--- src/rtc_cfg.svh ---
/*
  rtc_cfg.svh: register offsets, field positions, reset values and
  timing figures of the reset timeout and cause block.
  Assumes a 50 MHz ref_clk and an APB bus with 32-bit data.
*/
`ifndef RTC_CFG_SVH
`define RTC_CFG_SVH

// ********************************************************************
// register offsets (byte addresses)
// ********************************************************************
`define RTC_CTRL_OFS        8'h00
`define RTC_CAUSE_OFS       8'h04
`define RTC_STACK_OFS       8'h08
`define RTC_STATE_OFS       8'h0C

// ********************************************************************
// field positions
// ********************************************************************
`define RTC_CAUSE_SOFT_BIT   6
`define RTC_CAUSE_RINST_BIT  4
`define RTC_CAUSE_TO_BIT     3
`define RTC_CAUSE_PDOWN_BIT  2
`define RTC_CAUSE_POR_BIT    1
`define RTC_CAUSE_DIP_BIT    0
`define RTC_STK_FULL_BIT     7
`define RTC_STK_UNF_BIT      6
`define RTC_STATE_RUN_BIT    4
`define RTC_STATE_RST_BIT    5

// ********************************************************************
// reset values
// ********************************************************************
`define RTC_CTRL_RST        8'h00
`define RTC_CAUSE_RST       6'h1C
`define RTC_STACK_RST       2'h0
`define RTC_VEC_RESET       16'h0000
`define RTC_VEC_HIGH        16'h0008
`define RTC_VEC_LOW         16'h0018

// ********************************************************************
// timing
// ********************************************************************
`define RTC_CLK_HZ          50000000
`define RTC_SLOW_PERIOD_NS  32000
`define RTC_PUT_MS          66
`define RTC_PUT_TICKS       2048
`define RTC_XTAL_EDGES      1024
`define RTC_PLL_LOCK_US     2000

`endif

--- src/rtc_pkg.sv ---
/*
  rtc_pkg: types of the reset timeout and cause block.
  Assumes rtc_cfg.svh holds all numeric constants.
*/
package rtc_pkg;

  typedef enum logic [3:0] {
    FAST_CRYSTAL_MODE              = 4'h0,
    STD_CRYSTAL_MODE               = 4'h1,
    FAST_CRYSTAL_MULTIPLIED_MODE   = 4'h2,
    STD_CRYSTAL_MULTIPLIED_MODE    = 4'h3,
    EXTERNAL_CLOCK_MODE            = 4'h4,
    EXT_CLOCK_GPIO_MODE            = 4'h5,
    EXT_CLOCK_MULTIPLIED_MODE      = 4'h6,
    EXT_CLOCK_MULTIPLIED_GPIO_MODE = 4'h7,
    INTERNAL_OSC_GPIO_MODE         = 4'h8,
    INTERNAL_OSC_CLKOUT_MODE       = 4'h9,
    INTERNAL_OSC_FAST_CRYSTAL_MODE = 4'hA,
    INTERNAL_OSC_STD_CRYSTAL_MODE  = 4'hB,
    RESISTOR_CAP_OSC_MODE          = 4'hC
  } rtc_osc_mode_t;

  typedef enum logic [1:0] {
    PM_FULL  = 2'b00,
    PM_RUN   = 2'b01,
    PM_IDLE  = 2'b10,
    PM_SLEEP = 2'b11
  } rtc_pm_t;

  typedef enum logic [2:0] {
    ST_BROWN = 3'b000,
    ST_START = 3'b001,
    ST_PUT   = 3'b010,
    ST_XTAL  = 3'b011,
    ST_PLL   = 3'b100,
    ST_PIN   = 3'b101,
    ST_RUN   = 3'b110
  } rtc_state_t;

  typedef struct packed {
    logic wdog_timeout;
    logic stack_full;
    logic stack_underflow;
    logic reset_instr;
    logic irq_wake;
    logic irq_is_high;
    logic high_priority_irq_enable;
    logic low_priority_irq_enable;
  } rtc_evt_t;

  typedef struct packed {
    logic soft_en;
    logic rinst;
    logic to;
    logic pdown;
    logic por;
    logic dip;
  } rtc_cause_t;

  typedef struct packed {
    logic          stk_rst_en;
    logic [1:0]    supply_cfg;
    logic          put_dis_n;
    rtc_osc_mode_t mode;
  } rtc_ctrl_t;

endpackage

--- src/rtc_top.sv ---
/*
  rtc_top: reset sequencer and reset cause flags with an APB slave.
  Assumes events in evt and pm_mode come from core logic on ref_clk;
  pins and the supply detector are asynchronous and are synchronised.
  reset_n is the power-on pulse.
*/
// Local design decisions: the address map and the APB slave port.
// Operation
// - crystal timer counts 1024 oscillator pin edges
// - crystal delay only crystal modes, power/wake
// - multiplier lock wait follows crystal delay
// - power-up timer runs before crystal timer
// - rc mode, timer disabled: no delay
// - delays count from power pulse, pin separate
// - power-up timer only on power and supply dip
// - wake delay chosen by oscillator mode
// - registers kept on resets other than power
// - watchdog wake resumes normal operation
// - power-on flag values and address zero
// - supply dip and reset instruction flags
// - watchdog reset while running clears timeout
// - watchdog in idle/sleep wakes, clears two
// - pin reset in low power sets timeout
// - pin reset at full power keeps flags
// - stack error resets when enable set
// - underflow without enable only flags
// - interrupt wake clears power-down, vectors
// - soft supply monitor enable reset value
// - power-up timer enabled by zero bit
// - power-up timer 11 bits on slow tick
// - hardware never sets power-on flag
`timescale 1ns/10ps
`include "rtc_cfg.svh"

module rtc_top
  import rtc_pkg::*;
#(
  parameter int unsigned SLOW_DIV_CYC =
    (`RTC_SLOW_PERIOD_NS * (`RTC_CLK_HZ / 1000000)) / 1000,
  parameter int unsigned PLL_LOCK_CYC =
    `RTC_PLL_LOCK_US * (`RTC_CLK_HZ / 1000000)
)(
  input  wire logic        ref_clk,
  input  wire logic        reset_n,
  input  wire logic        psel,
  input  wire logic        penable,
  input  wire logic        pwrite,
  input  wire logic [7:0]  paddr,
  input  wire logic [31:0] pwdata,
  output wire logic [31:0] prdata,
  output wire logic        pready,
  output wire logic        pslverr,
  input  wire logic        external_reset_n_pin,
  input  wire logic        osc_input_pin,
  input  wire logic        brownout_det,
  input  wire rtc_pm_t     pm_mode,
  input  wire rtc_evt_t    evt,
  output wire logic        core_reset,
  output wire logic        core_run,
  output wire logic        pc_load,
  output wire logic        pc_resume,
  output wire logic [15:0] pc_value
);

  // ******************************************************************
  // synchronisers and edge detect
  // ******************************************************************
  logic [2:0]  sy1_q;
  logic [2:0]  sy2_q;
  logic        osc_prev_q;
  wire  [2:0]  pins = {brownout_det, osc_input_pin,
                       external_reset_n_pin};

  always_ff @(posedge ref_clk or negedge reset_n) begin
    if (!reset_n) begin
      sy1_q      <= 3'h0;
      sy2_q      <= 3'h0;
      osc_prev_q <= 1'b0;
    end else begin
      sy1_q      <= pins;
      sy2_q      <= sy1_q;
      osc_prev_q <= sy2_q[1];
    end
  end

  wire pin_s     = sy2_q[0];
  wire brown_s   = sy2_q[2];
  wire osc_edge  = sy2_q[1] & ~osc_prev_q;

  // ******************************************************************
  // state
  // ******************************************************************
  rtc_state_t  st_q;
  rtc_state_t  st_d;
  rtc_ctrl_t   ctrl_q;
  rtc_cause_t  cause_q;
  rtc_cause_t  cause_d;
  logic [1:0]  stk_q;
  logic [1:0]  stk_d;
  logic [16:0] cnt_q;
  logic [11:0] div_q;
  logic        power_q;
  logic        power_d;
  logic        wake_q;
  logic        wake_d;
  logic        resume_q;
  logic        resume_d;
  logic [15:0] vec_q;
  logic [15:0] vec_d;
  logic        core_reset_q;
  logic        core_run_q;
  logic        pc_load_q;
  logic        pc_resume_q;
  logic [15:0] pc_value_q;
  logic [31:0] prdata_q;
  logic        pready_q;
  logic        pslverr_q;

  // ******************************************************************
  // mode decode
  // ******************************************************************
  wire rtc_osc_mode_t mode = ctrl_q.mode;
  wire is_xtal = (mode == FAST_CRYSTAL_MODE) ||
                 (mode == STD_CRYSTAL_MODE) ||
                 (mode == FAST_CRYSTAL_MULTIPLIED_MODE) ||
                 (mode == STD_CRYSTAL_MULTIPLIED_MODE) ||
                 (mode == INTERNAL_OSC_FAST_CRYSTAL_MODE) ||
                 (mode == INTERNAL_OSC_STD_CRYSTAL_MODE);
  wire is_pll  = (mode == FAST_CRYSTAL_MULTIPLIED_MODE) ||
                 (mode == STD_CRYSTAL_MULTIPLIED_MODE) ||
                 (mode == EXT_CLOCK_MULTIPLIED_MODE) ||
                 (mode == EXT_CLOCK_MULTIPLIED_GPIO_MODE);
  // active-low enable bit; only power-up and supply dip use it
  wire put_use  = power_q & ~ctrl_q.put_dis_n;
  wire need_dly = power_q | wake_q;
  // rc and plain clock modes fall through to the pin wait
  wire rtc_state_t after_put =
    (is_xtal & need_dly) ? ST_XTAL :
    (is_pll & need_dly)  ? ST_PLL : ST_PIN;

  wire soft_cfg = (ctrl_q.supply_cfg == 2'b01);
  wire dip_on   = (ctrl_q.supply_cfg == 2'b11) ||
                  ((ctrl_q.supply_cfg == 2'b10) &&
                   (pm_mode != PM_SLEEP)) ||
                  (soft_cfg && cause_q.soft_en);

  // ******************************************************************
  // events, highest priority first
  // ******************************************************************
  wire in_run    = (st_q == ST_RUN);
  wire sleepy    = (pm_mode == PM_IDLE) || (pm_mode == PM_SLEEP);
  wire e_brown   = dip_on & brown_s & (st_q != ST_BROWN);
  wire e_pin     = in_run & ~pin_s & ~e_brown;
  wire free      = in_run & pin_s & ~e_brown;
  wire e_full    = free & evt.stack_full & ctrl_q.stk_rst_en;
  wire e_unf     = free & evt.stack_underflow;
  wire e_stk_rst = e_full | (e_unf & ctrl_q.stk_rst_en);
  wire e_wd_rst  = free & evt.wdog_timeout & ~sleepy & ~e_stk_rst;
  wire e_rinst   = free & evt.reset_instr & ~e_stk_rst & ~e_wd_rst;
  wire e_wake    = free & sleepy & ~e_stk_rst &
                   (evt.wdog_timeout | evt.irq_wake);
  wire e_wd_wk   = e_wake & evt.wdog_timeout;
  wire e_irq_wk  = e_wake & ~evt.wdog_timeout;
  wire e_rst     = e_pin | e_stk_rst | e_wd_rst | e_rinst;
  wire e_slp_wk  = e_wake & (pm_mode == PM_SLEEP);
  wire e_idl_wk  = e_wake & (pm_mode != PM_SLEEP);
  wire irq_vec   = e_irq_wk & (evt.high_priority_irq_enable |
                               evt.low_priority_irq_enable);
  wire [15:0] wake_vec = evt.irq_is_high ? `RTC_VEC_HIGH :
                                           `RTC_VEC_LOW;

  // ******************************************************************
  // timers
  // ******************************************************************
  wire slow_tick = (div_q == 12'(SLOW_DIV_CYC - 1));
  wire put_done  = (st_q == ST_PUT) & slow_tick &
                   (cnt_q == 17'(`RTC_PUT_TICKS - 1));
  wire xtal_done = (st_q == ST_XTAL) & osc_edge &
                   (cnt_q == 17'(`RTC_XTAL_EDGES - 1));
  wire pll_done  = (st_q == ST_PLL) &
                   (cnt_q == 17'(PLL_LOCK_CYC - 1));
  wire cnt_step  = ((st_q == ST_PUT) & slow_tick) |
                   ((st_q == ST_XTAL) & osc_edge) | (st_q == ST_PLL);
  wire go_run    = (st_q == ST_PIN) & pin_s & ~e_brown;

  // ******************************************************************
  // sequencer
  // ******************************************************************
  always_comb begin
    st_d     = st_q;
    power_d  = power_q;
    wake_d   = wake_q;
    vec_d    = vec_q;
    resume_d = resume_q;
    case (st_q)
      ST_BROWN: if (!(dip_on & brown_s)) st_d = ST_START;
      ST_START: st_d = put_use ? ST_PUT : after_put;
      ST_PUT:   if (put_done) st_d = after_put;
      ST_XTAL:  if (xtal_done) st_d = is_pll ? ST_PLL : ST_PIN;
      ST_PLL:   if (pll_done) st_d = ST_PIN;
      // timers ignore the pin; of the start-up states it is only checked here
      ST_PIN:   if (pin_s) st_d = ST_RUN;
      ST_RUN:   if (e_rst | e_slp_wk) st_d = ST_START;
      default:  st_d = ST_START;
    endcase
    if (go_run) begin
      power_d = 1'b0;
      wake_d  = 1'b0;
    end
    if (e_rst) begin
      power_d  = 1'b0;
      wake_d   = 1'b0;
      vec_d    = `RTC_VEC_RESET;
      resume_d = 1'b0;
    end
    if (e_slp_wk) begin
      wake_d   = 1'b1;
      vec_d    = wake_vec;
      resume_d = ~irq_vec;
    end
    if (e_brown) begin
      st_d     = ST_BROWN;
      power_d  = 1'b1;
      wake_d   = 1'b0;
      vec_d    = `RTC_VEC_RESET;
      resume_d = 1'b0;
    end
  end

  // ******************************************************************
  // apb decode
  // ******************************************************************
  wire setup    = psel & ~penable;
  wire acc      = psel & penable & pready_q;
  wire hit_ctrl = (paddr == `RTC_CTRL_OFS);
  wire hit_cs   = (paddr == `RTC_CAUSE_OFS);
  wire hit_stk  = (paddr == `RTC_STACK_OFS);
  wire hit_st   = (paddr == `RTC_STATE_OFS);
  wire bad      = ~(hit_ctrl | hit_cs | hit_stk | hit_st) |
                  (pwrite & hit_st);
  wire wr_ctrl  = acc & pwrite & hit_ctrl;
  wire wr_cause = acc & pwrite & hit_cs;
  wire wr_stk   = acc & pwrite & hit_stk;

  logic [31:0] cause_rd;
  logic [31:0] stk_rd;
  logic [31:0] st_rd;
  always_comb begin
    cause_rd = 32'h0;
    cause_rd[`RTC_CAUSE_SOFT_BIT]  = cause_q.soft_en & soft_cfg;
    cause_rd[`RTC_CAUSE_RINST_BIT] = cause_q.rinst;
    cause_rd[`RTC_CAUSE_TO_BIT]    = cause_q.to;
    cause_rd[`RTC_CAUSE_PDOWN_BIT] = cause_q.pdown;
    cause_rd[`RTC_CAUSE_POR_BIT]   = cause_q.por;
    cause_rd[`RTC_CAUSE_DIP_BIT]   = cause_q.dip;
    stk_rd = 32'h0;
    stk_rd[`RTC_STK_FULL_BIT] = stk_q[1];
    stk_rd[`RTC_STK_UNF_BIT]  = stk_q[0];
    st_rd = 32'h0;
    st_rd[2:0] = st_q;
    st_rd[`RTC_STATE_RUN_BIT] = core_run_q;
    st_rd[`RTC_STATE_RST_BIT] = core_reset_q;
  end

  wire [31:0] rd_mux = hit_ctrl ? {24'h0, ctrl_q} :
                       hit_cs   ? cause_rd :
                       hit_stk  ? stk_rd :
                       hit_st   ? st_rd : 32'h0;

  // ******************************************************************
  // cause flags: software first, hardware wins over it
  // ******************************************************************
  always_comb begin
    cause_d = cause_q;
    stk_d   = stk_q;
    if (wr_cause) begin
      cause_d.soft_en = soft_cfg & pwdata[`RTC_CAUSE_SOFT_BIT];
      cause_d.rinst = pwdata[`RTC_CAUSE_RINST_BIT];
      cause_d.to    = pwdata[`RTC_CAUSE_TO_BIT];
      cause_d.pdown = pwdata[`RTC_CAUSE_PDOWN_BIT];
      cause_d.por   = pwdata[`RTC_CAUSE_POR_BIT];
      cause_d.dip   = pwdata[`RTC_CAUSE_DIP_BIT];
    end
    if (wr_stk) begin
      stk_d = {pwdata[`RTC_STK_FULL_BIT], pwdata[`RTC_STK_UNF_BIT]};
    end
    // a restart keeps the soft enable only in soft mode
    if ((e_rst | e_brown) & ~soft_cfg) begin
      cause_d.soft_en = 1'b0;
    end
    if (e_brown) begin
      cause_d.rinst = 1'b1;
      cause_d.to    = 1'b1;
      cause_d.pdown = 1'b1;
      cause_d.dip   = 1'b0;
    end
    if (e_pin & (pm_mode != PM_FULL)) begin
      cause_d.to = 1'b1;
    end
    if (e_pin & sleepy) begin
      cause_d.pdown = 1'b0;
    end
    if (e_wd_rst) begin
      cause_d.to = 1'b0;
    end
    if (e_wd_wk) begin
      cause_d.to    = 1'b0;
      cause_d.pdown = 1'b0;
    end
    if (e_irq_wk) begin
      cause_d.pdown = 1'b0;
    end
    if (e_rinst) begin
      cause_d.rinst = 1'b0;
    end
    if (e_full) begin
      stk_d[1] = 1'b1;
    end
    if (e_unf) begin
      stk_d[0] = 1'b1;
    end
  end

  // ******************************************************************
  // flops; power-on values only on reset_n, others keep
  // ******************************************************************
  always_ff @(posedge ref_clk or negedge reset_n) begin
    if (!reset_n) begin
      ctrl_q  <= `RTC_CTRL_RST;
      cause_q <= `RTC_CAUSE_RST;
      stk_q   <= `RTC_STACK_RST;
    end else begin
      if (wr_ctrl) ctrl_q <= pwdata[7:0];
      cause_q <= cause_d;
      stk_q   <= stk_d;
    end
  end

  always_ff @(posedge ref_clk or negedge reset_n) begin
    if (!reset_n) begin
      st_q     <= ST_START;
      power_q  <= 1'b1;
      wake_q   <= 1'b0;
      resume_q <= 1'b0;
      vec_q    <= `RTC_VEC_RESET;
      cnt_q    <= 17'h00000;
      div_q    <= 12'h000;
    end else begin
      st_q     <= st_d;
      power_q  <= power_d;
      wake_q   <= wake_d;
      resume_q <= resume_d;
      vec_q    <= vec_d;
      cnt_q    <= (st_d != st_q) ? 17'h00000 :
                  cnt_step ? cnt_q + 17'h00001 : cnt_q;
      div_q    <= (slow_tick | (st_q == ST_START)) ? 12'h000 :
                  div_q + 12'h001;
    end
  end

  always_ff @(posedge ref_clk or negedge reset_n) begin
    if (!reset_n) begin
      core_reset_q <= 1'b1;
      core_run_q   <= 1'b0;
      pc_load_q    <= 1'b0;
      pc_resume_q  <= 1'b0;
      pc_value_q   <= `RTC_VEC_RESET;
    end else begin
      // a sleep wake stalls the core but does not reset it
      core_reset_q <= (st_d != ST_RUN) & ~wake_d;
      core_run_q   <= (st_d == ST_RUN);
      pc_load_q    <= (go_run & ~resume_q) | (e_idl_wk & irq_vec);
      pc_resume_q  <= (go_run & resume_q) | (e_idl_wk & ~irq_vec);
      pc_value_q   <= go_run ? vec_q : wake_vec;
    end
  end

  // zero wait state: answer in the first access cycle
  always_ff @(posedge ref_clk or negedge reset_n) begin
    if (!reset_n) begin
      prdata_q  <= 32'h0;
      pready_q  <= 1'b0;
      pslverr_q <= 1'b0;
    end else begin
      pready_q  <= setup;
      pslverr_q <= setup & bad;
      if (setup) prdata_q <= pwrite ? 32'h0 : rd_mux;
    end
  end

  assign prdata     = prdata_q;
  assign pready     = pready_q;
  assign pslverr    = pslverr_q;
  assign core_reset = core_reset_q;
  assign core_run   = core_run_q;
  assign pc_load    = pc_load_q;
  assign pc_resume  = pc_resume_q;
  assign pc_value   = pc_value_q;
endmodule

--- config.mk ---
export PLATFORM = sky130hd
export DESIGN_NAME = rtc_top
export DESIGN_NICKNAME = d
export VERILOG_FILES = /design/src/rtc_pkg.sv /design/src/rtc_top.sv
export VERILOG_INCLUDE_DIRS = /design/src
export SDC_FILE = /design/constraint.sdc
export NUM_CORES = 1
export LEC_CHECK = 0
export BUFFER_PORTS_ARGS = -buffer_cell sky130_fd_sc_hd__buf_2
export CAP_MARGIN = 20
export CELL_PAD_IN_SITES_DETAIL_PLACEMENT = 1
export CELL_PAD_IN_SITES_GLOBAL_PLACEMENT = 2
export CORE_MARGIN = 2
export CORE_UTILIZATION = 30
export CTS_BUF_LIST = sky130_fd_sc_hd__clkbuf_4 sky130_fd_sc_hd__clkbuf_8
export CTS_CLUSTER_SIZE = 8
export DETAILED_ROUTE_END_ITERATION = 12
export GPL_TIMING_DRIVEN = 0
export HOLD_SLACK_MARGIN = 0.08
export PLACE_DENSITY = 0.84
export SLEW_MARGIN = 20
export SYNTH_ARGS = -nofsm -noshare
export SYNTH_HDL_FRONTEND = slang
export SYNTH_SLANG_ARGS = --single-unit
--- constraint.sdc ---
create_clock -name ref_clk -period 2.37 [get_ports ref_clk]
set_input_delay 0.3555 -clock ref_clk [delete_from_list [all_inputs] [get_ports ref_clk]]
set_output_delay 0.3555 -clock ref_clk [all_outputs]
set_load 0.02 [all_outputs]
[After elaboration in Yosys (flattened, before gate mapping)]
Cells that the tools add are included.
Word-level totals
  register bits: 128
  input port bits: 58
  output and inout bits: 54
  word-level logic and storage cells: 223
Operators by class
  $add $sub $neg: 2
  equal/unequal tests: 29
  muxes and demuxes: 48
  bitwise logic cells: 86
  reduce and logical (&&, ||, !) cells: 28
Operators by type and width (number)
  16-bit two-way mux: 4
  1-bit bitwise AND: 54
  17-bit two-way mux: 2
  8-bit two-way mux: 4
  3-bit two-way mux: 10
  1-bit two-way mux: 21
  3-bit case mux with 7 select lines: 1
  1-bit OR: 18
  17-bit by 1-bit adder with 17-bit output, second input constant: 1
  17-bit by 10-bit equality test with 1-bit output, second input constant: 1
  17-bit by 11-bit equality test with 1-bit output, second input constant: 1
  17-bit equality test, second input constant: 1
  8-bit by 4-bit equality test with 1-bit output, second input constant: 2
  1-bit NOT: 14
  12-bit by 1-bit adder with 12-bit output, second input constant: 1
  12-bit by 11-bit equality test with 1-bit output, second input constant: 1
  3-bit equality test, second input constant: 4
  12-bit two-way mux: 1
  6-bit two-way mux: 2
  2-bit nonzero test: 6
  3-bit nonzero test: 4
  1-bit logical OR: 11
  5-bit nonzero test: 2
  2-bit equality test, second input constant: 4
  other kinds (17): 23

[Longest topological paths before layout]
Gate-level depths: netlist of run 1.
  depth in word-level cells: 22
  gate-level depth with buffers: 10
  mapped depth without buffers: 8

[Worst setup path after synthesis of run 1]
OpenSTA, ideal clock, no wires.
  path kind: register -> register
  from: register cnt_q[11]
  to: register cnt_q[10]
  library setup time: 0.115 ns
  arrival time: 2.282 ns
  required time: 2.255 ns
  path slack: -0.027 ns
  stages on the path, launching flop included: 10
  buffers on the path: 2
  clock period less this slack: 2.397 ns
  path through: dfrtp_1 -> or4_4 -> nor4b_2 -> and3_2 -> a21boi_2 -> nor4_1 -> o221a_2 -> buf_6 -> buf_8 -> nor2_1
On the way
  cells in the longest elaborated chain, start to end: 7
  elaborated cells on any way between the ends: 14
  those cells by class: eq/ne (4); mux (6); bitwise (3); reduce/logical (1)
Ends and longest elaborated chain
  from (decl): RTL line rtc_top.sv:100  | logic [16:0] cnt_q;
  from (signal assigned): RTL line rtc_top.sv:354  | cnt_q <= (st_d != st_q) ? 17'h00000 :
  17-bit equality test, or another cell as far along: RTL line rtc_top.sv:181  | (cnt_q == 17'(PLL_LOCK_CYC - 1));
  1-bit bitwise AND (on tied branches): RTL line rtc_top.sv:180, rtc_top.sv:176, rtc_top.sv:178
  3-bit two-way mux (on tied branches): RTL line rtc_top.sv:200, rtc_top.sv:198, rtc_top.sv:199
  3-bit case mux with 7 select lines (*): RTL line rtc_top.sv:195  | case (st_q)
  3-bit two-way mux (*): RTL line rtc_top.sv:221  | if (e_brown) begin
  3-bit != test (*): RTL line rtc_top.sv:354
  17-bit two-way mux or 2-bit nonzero test (tied branches)
Mark *: on every way between the ends. The rest lies on a longest branch, timed or not.
A chain may end at the register's enable or synchronous reset.

[Worst setup path after layout of run 1]
  from: register cnt_q[13]
  to: register cnt_q[7]
Same word-level chain as after synthesis.

==> results of run 1 <==
## how the worst max path moves through the flow
stage,from,endpoint,slack (ps)
after floorplan,cnt_q[11],cnt_q[10],20
after global placement,st_q[0],cnt_q[8],-500
after detailed placement,st_q[0],cnt_q[11],-590
after CTS,div_q[11],cnt_q[8],-240
after global routing,cnt_q[13],cnt_q[7],-340
final,cnt_q[13],cnt_q[7],-270
## sequential cells by signal (all words and copies together) (netlist names)
register	count
osc_prev_q	1
pslverr	1
wake_q	1
mode	4
cause_q	6
pc_value	2
vec_q	2
sy1_q	3
resume_q	1
pc_load	1
pc_resume	1
ctrl_q	4
core_reset	1
st_q	3
pready	1
sy2_q	3
div_q	12
cnt_q	17
power_q	1
core_run	1
prdata	8
stk_q	2
## metrics by stage
stage / worst slack, ps / power, mW / TNS (ps) / instance area, um^2
floorplan: 17.3 / 2.62 / 0 / 4400
global placement: -500 / 3.00 / -7890 / 4860
detailed placement: -592 / 3.05 / -9540 / 4880
CTS: -239 / 4.54 / -3680 / 5330
global route: -339 / 4.94 / -4690 / 5480
finish: -268 / 4.67 / -3570 / 5480
## cell families (layout without fill, tap and decap cells)
kind of cell	after synthesis	count (layout)	share of synthesized area, %
flip-flops	76	76	44.9
adder cells (fa/ha/maj)	2	2	0.588
AND/OR/NAND/NOR	190	190	22.9
other	1	38	0.0882
buffers and inverters	66	151	9.65
AO/OA/AOI/OAI	63	63	10.8
multiplexers	24	24	5.94
XOR/XNOR	25	25	5.15
## metal layers
layer,part of all wire (%),GRT usage [%],vias to the layer above
met5,0,0,-
met4,1.5,5.11,0
met3,3.6,4.24,13
met2,49,26.8,72
met1,45,20.9,1750
li1,-,-,1717
## worst max-delay path, delay by kind of cell, from the launching register on
kind	cells	cell delay (ps)
buffers and inverters	2	250
flip-flops	1	400
AO/OA/AOI/OAI	2	380
AND/OR/NAND/NOR	5	1500
## layout make-up
cell class / count / area, um^2 / share of cell area [%]
multi-input combinational: 342 / 2280 / 41.6
inverter: 10 / 37.5 / 0.685
clock inverter: 2 / 10.0 / 0.183
sequential: 76 / 1910 / 34.9
timing repair buffer: 73 / 480 / 8.77
buffer: 53 / 369 / 6.73
clock buffer: 13 / 166 / 3.04
tap: 180 / 225 / 4.11
## power by group through the flow
| stage | sequential [mW] | clock (mW) | combinational, mW |
|---|---|---|---|
| 6_report | 1.60 | 0.918 | 2.16 |
| 5_1_grt | 1.62 | 1.00 | 2.33 |
| 4_1_cts | 1.57 | 0.956 | 2.02 |
| 3_5_place_dp | 1.59 | 0 | 1.47 |
| 3_3_place_gp | 1.58 | 0 | 1.43 |
| 2_1_floorplan | 1.58 | 0 | 1.03 |
## repair_timing
item	in CTS	in global routing
hold endpoints to repair	36	1
setup endpoints to repair	20	21
pin swaps	20	20
setup buffers	16	6
hold buffers	3	1
gates cloned	1	0
resized for setup	28	32
## placed cells by master (no fill, tap or decap), drive strengths merged, types with 5 or more instances in the layout
master / n
buf: 110
dfrtp: 70
nor2: 53
nand2: 50
conb: 38
clkbuf: 25
xnor2: 20
nand3: 15
nand4: 14
mux2i: 14
o21ai: 11
inv: 10
mux2: 10
nand2b: 9
a31oi: 7
and3: 7
o31ai: 7
dfstp: 6
nor3: 6
a21oi: 6
nor4: 6
or2: 5
xor2: 5
nor2b: 5
nor3b: 5
==> results.ini, run 1 <==
[routing]
dr_total_vias=3552
drcViolationCount=0
antenna_left=0
drt_wl_total_mm=11.4
drt-pass1-iter-count=5
vias_per_cell=4.74
drt_iter0_drc=178
wl_per_cell_um=15.2

[sta]
fin_crit_ps=2640
hold_ws_ps=169
drv_slew=0
fin_ws_ps=-268
rsz0062_at_grt=yes
worst_slew_pin_slew_ps=950
setup_viol_count_final=17
clock-skew-final_ps=6.94
final_hold_viol_count=0
fmax_ghz=0.379
fin_crit_sh_pct=111
slew_headroom_pct=36.1

[worst_hold_path]
hold_end=cause_q[4]
hold_path_depth=2
min_from=evt[4]
hp-class=input port to flip-flop

[die]
io_pins=112
dieWidth_um=123
start_util_pct=30.6
design.die.area_um2=15100
die_y_um=123
coreArea_um2=13900
rows=43

[final_layout]
nFillCells=1648
antenna_cells=0
layout-drive-gt1-share_pct=33.9
syn_to_final_growth_pct=28.9
nNetsFinal=625
final_util_pct=39.5
layout.cells.non_filler=749

[clocking]
clk_path_buf_depth=2
htreeDepth=3
cts_inserted_buffers=9
cts_sinks=76
cts_tree=done
path_clk_slew_ps=80
clock_latency_ps=370
root_buffer=clkbuf_8

[power]
switching_share_pct=37.6
clkPwrFrac_pct=19.6
p_comb_share_pct=46.2
p_int_mw=2.92
p_switching_mw=1.75
power_frac_seq_pct=34.2
power.leakage_nw=2.51
powerDensity_nw_per_um2=852
max-vdd-ir-drop_mv=0.517

[global_route]
antenna_found_initial=0
grt_overflow=0
grt_max_degree=41
grt_pass1_wl_mm=19.1
grt_pass1_vias=3762
grt_use_total_pct=16.3

[placement]
io_buffer_count=47
place_inst=712
place_congestion=0.858
hpwl_mm=8.13

[yosys]
synth_edf_count=0
synth_seq_cells=76
syn_area_um2=4250
synth_top_flop_cell=dfrtp_1
seq_area_frac_synth_pct=44.9
synth_top_cell_area_share_pct=41.2
yosys.area.top_type=dfrtp_1
synthTopCellsByArea=dfrtp_1 41%, buf_4 6.7%, nor2_1 4.7%
synth-async-reset-ratio_pct=100
synth-warning-count=0
syn_area_per_cell_um2=9.51
netlist_top_cells_count=70 x dfrtp_1, 53 x nor2_1, 50 x nand2_1, 38 x buf_4, 20 x xnor2_1
synth.most_common_cell=dfrtp_1
netlist_instances=447
yosysUniqueCellTypes=63

[setup_path]
slowest_delay_ps=590
r2r-end=cnt_q[7]
reg2reg_depth=9
cp_cell_sequence=or4_4, nor4b_4, and3_4, a21boi_4, nor4_4, o221a_4, buf_12, buf_8, nor2_2
crit_arrival_ps=2900
worstSetupPathType=flip-flop to flip-flop
worstPathRequired_ps=2630
start_kind=flip-flop
cp_slowest_cell=or4_4
rr_startpoint=cnt_q[13]
r2r_setup_slack_ps=-270
endpoint_kind=flip-flop
crit_fanout=5

[status]
status=finished, violations left
failed_checks=setup timing

[run]
maxCapViolCount=0

Note: power is estimated with default switching activity, not from simulation.
==> run 2: changes to the inputs <==
Settings changed: GPL_ROUTABILITY_DRIVEN from default to 0, RECOVER_POWER from default to 25.
==> results.ini, run 2 (same netlist as run 1, synthesis figures left out) <==
[sta]
slew_headroom_pct=36.1
fin_crit_sh_pct=111
finalSetupTns_ps=-3570
fmax_ghz=0.379
fin_ws_ps=-268
setup_viol_count_final=17
clock-skew-final_ps=6.87
rsz0062_at_grt=yes
worst_slew_pin_slew_ps=950
drv_slew=0
fin_crit_ps=2640
final_hold_viol_count=0

[setup_path]
start_kind=flip-flop
r2r_setup_slack_ps=-270
cp_cell_sequence=or4_4, nor4b_4, and3_4, a21boi_4, nor4_4, o221a_4, buf_12, buf_8, nor2_2
slowest_delay_ps=590
critPathTopFamily=simple AND/OR/NAND/NOR gates
cp_slowest_cell=or4_4
crit_fanout=5
endpoint_kind=flip-flop
worstPathRequired_ps=2630
crit_buf_inv=2
crit_arrival_ps=2900
worstSetupPathType=flip-flop to flip-flop

[global_route]
grt_pass1_vias=3762
antenna_found_initial=0
gr-usage-met1_pct=20.9
grt_use_total_pct=16.3
met3_usage_pct=4.24
grt_pass1_wl_mm=19.1
busiest_layer=met2
grt_overflow=0
grtUsageMet2_pct=26.8
grt_max_degree=41

[final_layout]
layout-drive-gt1-share_pct=33.9
antenna_cells=0
final_util_pct=39.5
nNetsFinal=625
layout.cells.non_filler=749
syn_to_final_growth_pct=28.9
final_cell_mix=68 x dfrtp_1, 57 x buf_4, 50 x nand2_1
nFillCells=1648
regMostFlops=cnt_q
final_common_cell=dfrtp_1
largest_register_ff_count=17

[placement]
io_buffer_count=47
hpwl_mm=8.13
pre_cts_ws_ps=-592
place_inst=712

[clocking]
cts_sinks=76
root_buffer=clkbuf_8
cts_inserted_buffers=9
htreeDepth=3
clk_path_buf_depth=2
cts_tree=done
clock_latency_ps=370
path_clk_slew_ps=80

[routing]
drt-pass1-iter-count=5
drt_iter0_drc=178
dr_total_vias=3553
wl_per_cell_um=15.2
drt_wl_total_mm=11.4
antenna_left=0
drcViolationCount=0
vias_per_cell=4.74

[die]
coreArea_um2=13900
design.die.area_um2=15100
die_y_um=123
io_pins=112
start_util_pct=30.6
rows=43
dieWidth_um=123

[power]
powerDensity_nw_per_um2=852
p_total_mw=4.67
power.leakage_nw=2.51
max-vdd-ir-drop_mv=0.517

[status]
status=finished, violations left
failed_checks=setup timing

[worst_hold_path]
hp-class=input port to flip-flop

[run]
maxCapViolCount=0

==> run 2: changes by cell type in the layout (fill, tap and decap cells not counted), sizes merged <==
cell,before,now
clkbuf,25,26
buf,110,109
==> run 2: per-layer routing <==
metal | wire length (um) | part of all wire, %
met5 | 0 | 0
met4 | 170 | 1.5
met3 | 414 | 3.6
met2 | 5630 | 49
met1 | 5160 | 45
==> run 2: final cells by class <==
type                            instances  area, um^2  share of cell area, %
Buffer                                 53         369                   6.74
Clock buffer                           13         166                   3.04
Clock inverter                          2        10.0                  0.183
Inverter                               10        37.5                  0.685
Multi-Input combinational cell        342        2280                   41.6
Sequential cell                        76        1910                   34.9
Tap cell                              180         225                   4.11
Timing Repair Buffer                   73         478                   8.72
==> run 2: final timing paths <==
kind / endpoint / depth (start not counted) / startpoint
max in group asynchronous: st_q[0] / 3 / reset_n
max: cnt_q[7] / 9 / cnt_q[13]
min: cause_q[4] / 2 / evt[4]
min reg2reg: sy2_q[0] / 0 / sy1_q[0]
max reg2reg: cnt_q[7] / 9 / cnt_q[13]
min in group asynchronous: pc_resume / 2 / reset_n
==> run 2: what timing repair did <==
action	in CTS	in global routing
endpoints found under the setup margin	20	21
buffers inserted	16	6
pin swaps	20	20
endpoints found under the hold margin	36	1
hold buffers	3	1
resized for setup	28	32
cloned	1	0
==> run 2: power breakdown <==
group / leakage [nW] / internal, mW / switching (mW)
combinational: 1.42 / 0.995 / 1.16
clock: 0.0961 / 0.452 / 0.465
sequential: 1.00 / 1.47 / 0.129
==> run 2: worst reg2reg max path, cell delays in order, from the launching register on <==
cell and delay, ps:
dfrtp_1 400, or4_4 590, nor4b_4 290, and3_4 270, a21boi_4 80, nor4_4 320
o221a_4 300, buf_12 130, buf_8 120, nor2_2 40
==> run 2: per-stage QoR <==
| stage | hold WS [ps] | cell area (um^2) |
|---|---|---|
| 2_1_floorplan | 59.9 | 4400 |
| 3_3_place_gp | 333 | 4860 |
| 3_5_place_dp | 336 | 4880 |
| 4_1_cts | 80.3 | 5330 |
| 5_1_grt | 156 | 5480 |
| 6_report | 169 | 5480 |
==> run 3: changes to the inputs <==
Settings changed: CORE_UTILIZATION 30 to 33, PLACE_DENSITY 0.84 to 0.87.
Clock period 2.37 ns to 2.6 ns, I/O delays scaled along.
==> results.ini, run 3 (same netlist as run 1, synthesis figures left out) <==
[power]
power.leakage_nw=2.45
p_comb_share_pct=40.0
clkPwrFrac_pct=22.9
switching_share_pct=37.1
power_frac_seq_pct=37.1
p_int_mw=2.51
p_switching_mw=1.48
p_total_mw=3.99
powerDensity_nw_per_um2=754
max-vdd-ir-drop_mv=0.355

[setup_path]
endpoint_kind=flip-flop
r2r_setup_slack_ps=80
worstSetupPathType=flip-flop to flip-flop
crit_fanout=7
rr_startpoint=div_q[11]
start_kind=flip-flop
r2r-end=cnt_q[16]
worstPathRequired_ps=2850
reg2reg_depth=8
crit_arrival_ps=2770

[global_route]
grt_overflow=0
grt_use_total_pct=16.2
antenna_found_initial=0
grt_pass1_wl_mm=18.2
grt_pass1_vias=3633
grt_max_degree=46

[worst_hold_path]
hold_path_depth=1
hold_end=sy1_q[2]
hp-class=input port to flip-flop
min_from=brownout_det

[sta]
fin_crit_sh_pct=96.9
hold_ws_ps=128
drv_slew=0
final_hold_viol_count=0
slew_headroom_pct=33.3
fmax_ghz=0.397
worst_slew_pin_slew_ps=992
clock-skew-final_ps=16.4
setup_viol_count_final=0
rsz0062_at_grt=yes
fin_ws_ps=81.7
fin_crit_ps=2520

[final_layout]
regMostFlops=cnt_q
syn_to_final_growth_pct=24.4
final_util_pct=41.9
final_cell_mix=67 x dfrtp_1, 50 x nand2_1, 49 x buf_4
final_common_cell=dfrtp_1
antenna_cells=0
layout.cells.non_filler=729
nNetsFinal=612
nFillCells=1529
layout-drive-gt1-share_pct=30.5
largest_register_ff_count=17

[clocking]
clk_path_buf_depth=2
htreeDepth=3
path_clk_slew_ps=80
cts_inserted_buffers=9
cts_sinks=76
root_buffer=clkbuf_8
clock_latency_ps=370
cts_tree=done

[die]
io_pins=112
dieWidth_um=118
design.die.area_um2=13800
die_y_um=118
rows=41
coreArea_um2=12600
start_util_pct=33.7

[routing]
wl_per_cell_um=15.3
vias_per_cell=4.81
dr_total_vias=3508
drt-pass1-iter-count=4
drcViolationCount=0
drt_iter0_drc=148
antenna_left=0
drt_wl_total_mm=11.2

[placement]
hpwl_mm=7.99
pre_cts_ws_ps=-348
io_buffer_count=47
place_inst=704

[run]
maxCapViolCount=0

[status]
status=complete, no violations

run 3: cell types whose count changed in the layout (fill, tap and decap cells not counted), sizes merged:
cell	before	now
buf	109	99
clkbuf	26	28
clkinv	2	1
dlygate4sd3	4	1
run 3: power groups by stage:
stage / Clock [mW] / Combinational, mW / Sequential (mW)
2_1_floorplan: 0 / 0.929 / 1.44
3_3_place_gp: 0 / 1.27 / 1.44
3_5_place_dp: 0 / 1.32 / 1.44
4_1_cts: 0.940 / 1.32 / 1.47
5_1_grt: 0.988 / 1.74 / 1.50
6_report: 0.913 / 1.60 / 1.48
run 3: timing repair:
item / in CTS / in global routing
setup endpoints to repair: 17 / 19
pin swaps: 6 / 9
setup buffers: 6 / 6
cloned: 0 / 1
hold buffers: 1 / 0
endpoints found under the hold margin: 29 / 0
gates resized for setup: 10 / 23
run 3: per-layer routing:
layer | vias up | global-route usage, % | routed length (um)
met1 | 1733 | 21.2 | 5090
met4 | 0 | 6.85 | 201
met3 | 12 | 2.42 | 349
met2 | 68 | 26.8 | 5520
met5 | - | 0 | 0
li1 | 1695 | - | -
run 3: worst max-delay path: stages (launching register included):
cell and delay [ps]:
dfrtp_1 390, or4_4 550, nor4_4 290, nand4_1 250
a2bb2oi_2 280, a2111o_1 170, o221a_4 270, clkbuf_16 180
nor2_1 40
run 3: through the flow:
step,cell area (um^2),setup TNS [ps]
2_1_floorplan,4390,0
3_3_place_gp,4840,-2530
3_5_place_dp,4870,-4060
4_1_cts,5140,0
5_1_grt,5290,-112
6_report,5290,0
run 3: how the worst max path moves through the flow:
stage          slack, ps         to  startpoint
5_1_grt              -30  cnt_q[16]   div_q[11]
6_report              80  cnt_q[16]   div_q[11]
2_1_floorplan        200  cnt_q[10]   cnt_q[11]
3_3_place_gp        -190   cnt_q[6]     st_q[0]
4_1_cts              0.6  cnt_q[14]    div_q[7]
3_5_place_dp        -350  cnt_q[14]     st_q[0]
run 3: layout make-up:
| class | instances | area (um^2) | area share [%] |
|---|---|---|---|
| Clock inverter | 1 | 5.00 | 0.0946 |
| Sequential cell | 76 | 1910 | 36.2 |
| Inverter | 10 | 37.5 | 0.710 |
| Timing Repair Buffer | 62 | 392 | 7.40 |
| Clock buffer | 15 | 194 | 3.67 |
| Tap cell | 172 | 215 | 4.07 |
| Buffer | 51 | 352 | 6.65 |
| Multi-Input combinational cell | 342 | 2180 | 41.2 |
